**config.mk**
```make
export PLATFORM = sky130hd
export DESIGN_NAME = pfs_status_bank
export DESIGN_NICKNAME = d
export VERILOG_FILES = /design/src/design/pfs_pkg.sv /design/src/design/pfs_status_bank.sv
export VERILOG_INCLUDE_DIRS = /design/src /design/src/design
export SDC_FILE = /design/constraint.sdc
export NUM_CORES = 2
export LEC_CHECK = 0
export ABC_CLOCK_PERIOD_IN_PS = 40600
export BUFFER_PORTS_ARGS = -buffer_cell sky130_fd_sc_hd__buf_2
export CORE_MARGIN = 5
export CORE_UTILIZATION = 35
export DETAILED_ROUTE_END_ITERATION = 8
export PLACE_DENSITY_LB_ADDON = 0.25
export SYNTH_ARGS = -nofsm -noshare
export SYNTH_HDL_FRONTEND = slang
export SYNTH_SLANG_ARGS = --single-unit
```
**constraint.sdc**
```tcl
create_clock -name mclk -period 40.6 [get_ports mclk]
set_input_delay 10.15 -clock mclk [delete_from_list [all_inputs] [get_ports mclk]]
set_output_delay 10.15 -clock mclk [all_outputs]
set_load 0.1 [all_outputs]
```
**src/design/pfs_defs.svh**
```systemverilog
// register addresses, field limits and timing figures of the status bank
`ifndef PFS_DEFS_SVH
`define PFS_DEFS_SVH
`define PFS_ADDR_DIFF      16'h0001
`define PFS_ADDR_FLOW_HI   16'h0002
`define PFS_ADDR_FLOW_LO   16'h0003
`define PFS_ADDR_VEL       16'h0004
`define PFS_ADDR_OUT       16'h0005
`define PFS_ADDR_MAX_HI    16'h0006
`define PFS_ADDR_MAX_LO    16'h0007
`define PFS_ADDR_SPAN      16'h0008
`define PFS_ADDR_ALARM     16'h0009
`define PFS_ADDR_FB_LOST   16'h000A
`define PFS_ADDR_SNS_FAULT 16'h000B
`define PFS_RESET_VALUE    16'h0000
`define PFS_VEL_MAX        16'h012C
`define PFS_OUT_MAX        16'h03E8
`define PFS_AREA_DIV       32'h0000000A
`define PFS_SQRT_1K0       8'h1F
`define PFS_SQRT_2K0       8'h2C
`define PFS_SQRT_4K0       8'h3F
`define PFS_SQRT_10K       8'h64
`define PFS_FLASH_HALF_MS  250
`define PFS_CLK_KHZ        20000
`endif

```
**src/design/pfs_pkg.sv**
```systemverilog
// types shared by the pressure and flow status bank
package pfs_pkg;
  typedef enum logic [1:0] {
    PFS_R1K0,
    PFS_R2K0,
    PFS_R4K0,
    PFS_R10K
  } pfs_range_t;

  typedef struct packed {
    logic signed [15:0] dp;
    logic        [15:0] vel;
    logic        [15:0] out_lvl;
  } pfs_meas_t;

  typedef struct packed {
    logic [15:0] p_lo;
    logic [15:0] p_hi;
    logic [15:0] f_lo;
    logic [15:0] f_hi;
    logic [15:0] v_lo;
    logic [15:0] v_hi;
  } pfs_limits_t;

  typedef struct packed {
    logic [15:0] k_factor;
    logic [15:0] duct_area;
    logic        vel_en;
    pfs_range_t  range;
  } pfs_cfg_t;
endpackage : pfs_pkg

```
**src/design/pfs_status_bank.sv**
```systemverilog
// read-only measurement and status register bank of the pressure controller
`timescale 1ns/10ps
`include "pfs_defs.svh"
module pfs_status_bank
  import pfs_pkg::*;
#(
  parameter int FLASH_CYC = `PFS_FLASH_HALF_MS * `PFS_CLK_KHZ
) (
  // clock and reset
  input  wire logic        mclk,
  input  wire logic        resetn,
  input  wire logic        ce,
  // measurements and settings
  input  wire pfs_meas_t   meas,
  input  wire pfs_cfg_t    cfg,
  input  wire pfs_limits_t span_lim,
  input  wire pfs_limits_t alarm_lim,
  input  wire logic        autotune,
  input  wire logic        fb_lost_in,
  input  wire logic        sns_fault_in,
  // register access
  input  wire logic        rd_req,
  input  wire logic        wr_req,
  input  wire logic [15:0] reg_addr,
  output logic      [15:0] rd_data,
  output logic             rd_ack,
  output logic             wr_reject,
  // indicator
  output logic             red_led
);

  function automatic logic [7:0] pfs_isqrt(input logic [15:0] v);
    logic [7:0]  r;
    logic [15:0] t;
    r = 8'h00;
    for (int i = 7; i >= 0; i--) begin
      r[i] = 1'b1;
      t = 16'(r) * 16'(r);
      if (t > v) begin
        r[i] = 1'b0;
      end
    end
    return r;
  endfunction : pfs_isqrt

  // registers
  logic [15:0] diff_pressure;
  logic [31:0] flow_rate;
  logic [15:0] air_velocity;
  logic [15:0] output_percent;
  logic [31:0] max_flow;
  logic        span_out_of_range;
  logic        alarm_out_of_range;
  logic        feedback_missing;
  logic        sensing_element_failure;
  logic [31:0] flash_cnt;
  logic        flash_phase;

  // flow computation
  wire  [15:0] dp_pos      = meas.dp[15] ? 16'h0000 : meas.dp;
  wire  [7:0]  dp_root     = pfs_isqrt(dp_pos);
  wire         big_range   = (cfg.range == PFS_R4K0) || (cfg.range == PFS_R10K);
  wire  [15:0] vel_clamp   = (meas.vel > `PFS_VEL_MAX) ? `PFS_VEL_MAX : meas.vel;
  wire  [15:0] out_clamp   = (meas.out_lvl > `PFS_OUT_MAX) ? `PFS_OUT_MAX : meas.out_lvl;
  wire  [31:0] flow_k      = 32'(cfg.k_factor) * 32'(dp_root);
  wire  [31:0] flow_area   = (32'(cfg.duct_area) * 32'(air_velocity)) / `PFS_AREA_DIV;
  wire  [31:0] next_flow   = (cfg.k_factor != 16'h0000) ? flow_k :
                             cfg.vel_en ? flow_area : 32'h00000000;

  // maximum flow computation
  logic [7:0]  max_root;
  always_comb begin
    case (cfg.range)
      PFS_R1K0: max_root = `PFS_SQRT_1K0;
      PFS_R2K0: max_root = `PFS_SQRT_2K0;
      PFS_R4K0: max_root = `PFS_SQRT_4K0;
      default:  max_root = `PFS_SQRT_10K;
    endcase
  end
  wire  [31:0] max_k       = 32'(cfg.k_factor) * 32'(max_root);
  wire  [31:0] max_area    = (32'(cfg.duct_area) * 32'(`PFS_VEL_MAX)) / `PFS_AREA_DIV;
  wire  [31:0] next_max    = (cfg.k_factor != 16'h0000) ? max_k : max_area;

  // word split with saturation on small ranges
  wire  [15:0] flow_hi_w   = big_range ? flow_rate[31:16] : 16'h0000;
  wire  [15:0] flow_lo_w   = (!big_range && flow_rate[31:16] != 16'h0000) ? 16'hFFFF :
                             flow_rate[15:0];
  wire  [15:0] max_hi_w    = big_range ? max_flow[31:16] : 16'h0000;
  wire  [15:0] max_lo_w    = (!big_range && max_flow[31:16] != 16'h0000) ? 16'hFFFF :
                             max_flow[15:0];

  // range checks
  wire         dp_neg      = meas.dp[15];
  wire         span_p      = dp_neg || (dp_pos < span_lim.p_lo) || (dp_pos > span_lim.p_hi);
  wire         span_f      = (next_flow < 32'(span_lim.f_lo)) || (next_flow > 32'(span_lim.f_hi));
  wire         span_v      = cfg.vel_en &&
                             ((vel_clamp < span_lim.v_lo) || (vel_clamp > span_lim.v_hi));
  wire         alarm_p     = dp_neg || (dp_pos < alarm_lim.p_lo) || (dp_pos > alarm_lim.p_hi);
  wire         alarm_f     = (next_flow < 32'(alarm_lim.f_lo)) ||
                             (next_flow > 32'(alarm_lim.f_hi));
  wire         alarm_v     = cfg.vel_en &&
                             ((vel_clamp < alarm_lim.v_lo) || (vel_clamp > alarm_lim.v_hi));
  wire         next_span   = !autotune && (span_p || span_f || span_v);
  wire         next_alarm  = !autotune && (alarm_p || alarm_f || alarm_v);

  // measurement registers
  always_ff @(posedge mclk or negedge resetn) begin
    if (!resetn) begin
      diff_pressure  <= `PFS_RESET_VALUE;
      flow_rate      <= 32'h00000000;
      air_velocity   <= `PFS_RESET_VALUE;
      output_percent <= `PFS_RESET_VALUE;
      max_flow       <= 32'h00000000;
    end else if (ce) begin
      diff_pressure  <= meas.dp;
      flow_rate      <= next_flow;
      output_percent <= out_clamp;
      max_flow       <= next_max;
      if (cfg.vel_en) begin
        air_velocity <= vel_clamp;
      end
    end
  end

  // status flags
  always_ff @(posedge mclk or negedge resetn) begin
    if (!resetn) begin
      span_out_of_range       <= 1'b0;
      alarm_out_of_range      <= 1'b0;
      feedback_missing        <= 1'b0;
      sensing_element_failure <= 1'b0;
    end else if (ce) begin
      span_out_of_range       <= next_span;
      alarm_out_of_range      <= next_alarm;
      feedback_missing        <= fb_lost_in;
      sensing_element_failure <= sns_fault_in;
    end
  end

  // red led flasher
  wire fault_any = feedback_missing || sensing_element_failure;
  always_ff @(posedge mclk or negedge resetn) begin
    if (!resetn) begin
      flash_cnt   <= 32'h00000000;
      flash_phase <= 1'b0;
    end else if (ce) begin
      if (!fault_any) begin
        flash_cnt   <= 32'h00000000;
        flash_phase <= 1'b0;
      end else if (flash_cnt >= 32'(FLASH_CYC - 1)) begin
        flash_cnt   <= 32'h00000000;
        flash_phase <= !flash_phase;
      end else begin
        flash_cnt   <= flash_cnt + 32'h00000001;
      end
    end
  end
  assign red_led = fault_any && !flash_phase;

  // read decode
  logic [15:0] next_rd_data;
  always_comb begin
    case (reg_addr)
      `PFS_ADDR_DIFF:      next_rd_data = diff_pressure;
      `PFS_ADDR_FLOW_HI:   next_rd_data = flow_hi_w;
      `PFS_ADDR_FLOW_LO:   next_rd_data = flow_lo_w;
      `PFS_ADDR_VEL:       next_rd_data = air_velocity;
      `PFS_ADDR_OUT:       next_rd_data = output_percent;
      `PFS_ADDR_MAX_HI:    next_rd_data = max_hi_w;
      `PFS_ADDR_MAX_LO:    next_rd_data = max_lo_w;
      `PFS_ADDR_SPAN:      next_rd_data = {15'h0000, span_out_of_range};
      `PFS_ADDR_ALARM:     next_rd_data = {15'h0000, alarm_out_of_range};
      `PFS_ADDR_FB_LOST:   next_rd_data = {15'h0000, feedback_missing};
      `PFS_ADDR_SNS_FAULT: next_rd_data = {15'h0000, sensing_element_failure};
      default:             next_rd_data = 16'h0000;
    endcase
  end

  // read answer and write refusal
  always_ff @(posedge mclk or negedge resetn) begin
    if (!resetn) begin
      rd_data   <= 16'h0000;
      rd_ack    <= 1'b0;
      wr_reject <= 1'b0;
    end else if (ce) begin
      rd_ack    <= rd_req && !wr_req;
      wr_reject <= wr_req;
      if (rd_req && !wr_req) begin
        rd_data <= next_rd_data;
      end
    end
  end
endmodule : pfs_status_bank

```
==> results.py <==
metrics = {
    "drt": {
        "drt_iter0_drc": 2815,
        "dr.pass1.iters": 6,
        "routed_wl_mm": 142,
        "postRouteAntennaNets": 0,
        "routed_via_density": 5.45,
        "vias": 37986,
        "drc": 0,
        "wire_per_inst_um": 20.4,
    },
    "min_path": {
        "hold_path.class": "reg2reg",
        "min_from": "flash_cnt[0]",
    },
    "setup_path": {
        "worst_path_largest_cell_delay_ps": 550,
        "endpoint": "span_out_of_range",
        "reg2reg_slack_ps": 18970,
        "cp_slowest_cell": "or4_1",
        "end_kind": "flop",
        "cp.required_ps": 40950,
        "crit_start": "meas[35]",
        "r2r_start": "air_velocity[1]",
        "start_kind": "input port",
        "r2r_end": "alarm_out_of_range",
        "crit_path_max_fanout": 16,
        "arrival_ps": 39010,
        "path_class": "in2reg",
        "cpMostUsedCell": "ha_1",
        "r2r_cells": 72,
    },
    "global_route": {
        "overflow": 0,
        "grt_pass1_vias": 38087,
        "grt_usage_pct": 22.2,
        "antenna_found_initial": 15,
        "grt_max_degree": 69,
        "grt_pass1_wl_mm": 222,
    },
    "yosys": {
        "yosysSeqAreaShare_pct": 9.33,
        "synth-seq-cells": 156,
        "synth_top_area_cell": "fa_1",
        "async_flop_share_pct": 100,
        "ys_types": 123,
        "ys.flop_type": "dfrtp_1",
        "avgSynthCellArea_um2": 8.17,
        "synth_top_area_share_pct": 20.1,
        "synth.area.top_cells": "fa_1, ha_1, dfrtp_1, inv_1, nand2_1",
        "mappedNetlistArea_mm2": 0.0418,
        "postSynthCellCount": 5125,
        "synth_edf_count": 0,
        "yosys_warnings": 0,
    },
    "clocking": {
        "cts_made_buffers": 17,
        "cts_buffer_depth": 2,
        "root_buffer": "clkbuf_16",
        "clk_pin_slew_ps": 80,
        "worstSkewPairLatency_ps": 490,
        "cts_tree": "built",
        "postCtsHoldBufs": 0,
        "cts.sinks": 156,
        "htree_levels": 4,
    },
    "sta": {
        "report.final.slew_viol_count": 0,
        "min_period_over_period_pct": 95.2,
        "finalCriticalPeriod_ps": 38660,
        "worst_pin_slew_ps": 1180,
        "finalSetupViolations": 0,
        "fmax_mhz": 25.9,
        "hold_viol_final": 0,
        "clock_skew_ps": 12.2,
        "relSlewSlack_pct": 20.9,
    },
    "floorplanning": {
        "die_area_mm2": 0.127,
        "start_util_pct": 35.3,
        "chipWidth_um": 356,
        "rows": 126,
        "core-area_mm2": 0.118,
        "ioPinCount": 318,
        "die_y_um": 356,
    },
    "layout": {
        "fillCellCount": 12263,
        "layout_common_cells": "inv_1, ha_1, nand2_1",
        "fin_cells": 6965,
        "syn_to_final_growth_pct": 9.92,
        "fin_area_mm2": 0.0460,
        "drive_gt1_share_pct": 11.7,
        "final_common_cell": "inv_1",
        "final_nets": 6630,
    },
    "placement": {
        "place_hpwl_mm": 115,
        "post_dp_cell_area_mm2": 0.0452,
        "port_buffers": 317,
        "place_congestion": 0.963,
        "dp_cells": 6923,
    },
    "status": {
        "status": "complete, no violations",
    },
    "run": {
        "drv_cap": 0,
    },
}
-- cells by family (layout without fill, tap and decap cells) --
logic type	after synthesis	in the layout	share of synthesized area, %
buffers and inverters	969	1173	8.95
DFF	156	156	9.33
adders and majority gates	991	991	37.2
muxes	88	88	2.36
xor gates and xnor gates	210	210	4.48
and+or+nand+nor	1596	1596	19.3
AOI/OAI and AO/OA	1114	1114	18.5
other	1	37	0.00896
-- state kept, by name, summed over array words and instances (netlist names), 16 cells and up --
signal          flops
air_velocity       16
diff_pressure      16
flash_cnt          32
flow_rate          29
max_flow           24
output_percent     16
rd_data            16
-- Yosys cell counts, types with 25 or more instances --
master	count
fa_1	421
a22o_1	25
nor2_1	286
o21a_1	35
xor2_1	69
mux2_2	59
dfrtp_1	156
nand2b_1	75
nor4_1	50
a21o_1	82
nand3_1	101
o21bai_1	43
inv_1	740
o21ai_0	182
a21oi_1	288
mux2i_1	25
ha_1	566
and3_1	41
nor3_1	68
o31ai_1	27
buf_2	31
nor2b_1	62
nand2_1	501
and2_1	222
clkbuf_1	174
o211ai_1	53
nand4_1	65
a211oi_1	49
a31oi_1	28
xnor2_1	138
-- timing repair --
action | in CTS | in global routing
setup endpoints to repair | 0 | 7
setup buffers | 0 | 2
resized for setup | 0 | 43
-- metal layers --
metal	track usage, %	vias to the layer above	share of wire [%]	routed length, um
met4	6.78	8	3.5	4920
met2	36.9	1218	46	65400
met3	3.84	190	6.5	9260
met1	29.6	18569	44	62300
li1	-	18001	-	-
met5	0	-	0.038	54
-- layout make-up --
class | instances | area [um^2] | area share [%]
Tap cell | 1600 | 2000 | 4.35
Inverter | 742 | 2790 | 6.05
Clock buffer | 17 | 425 | 0.925
Antenna cell | 9 | 22.5 | 0.0490
Timing Repair Buffer | 400 | 2230 | 4.85
Clock inverter | 14 | 151 | 0.329
Multi-Input combinational cell | 4027 | 34500 | 75.0
Sequential cell | 156 | 3900 | 8.49
-- metrics by stage --
stage          TNS (ps)  setup slack (ps)  hold slack [ps]  utilization [%]
2_1_floorplan         0               644              451                -
3_3_place_gp          0               477              483             38.2
3_5_place_dp      -50.7             -50.7              485             38.2
4_1_cts               0               400              508             38.7
5_1_grt           -91.3             -91.3              519             38.8
6_report              0              1940              507             38.9
-- critical path, delay by kind of cell --
kind | cells | cell delay [ps]
fa+ha+maj | 34 | 12390
xor+xnor | 6 | 850
compound gates | 51 | 8050
simple gates | 34 | 5900
buf+inv | 18 | 1670
-- how the worst min path moves through the flow --
stage	end	slack, ps	depth (start not counted)
global placement	output_percent[14]	480	1
CTS	output_percent[12]	510	1
finish	flash_cnt[0]	510	1
detailed placement	rd_data[0]	490	1
global route	flow_rate[9]	520	1
floorplan	max_flow[1]	450	2
Power is left out: the tool's default activity adds up to more than one toggle a clock period on the data nets, which glitch-free logic cannot reach.
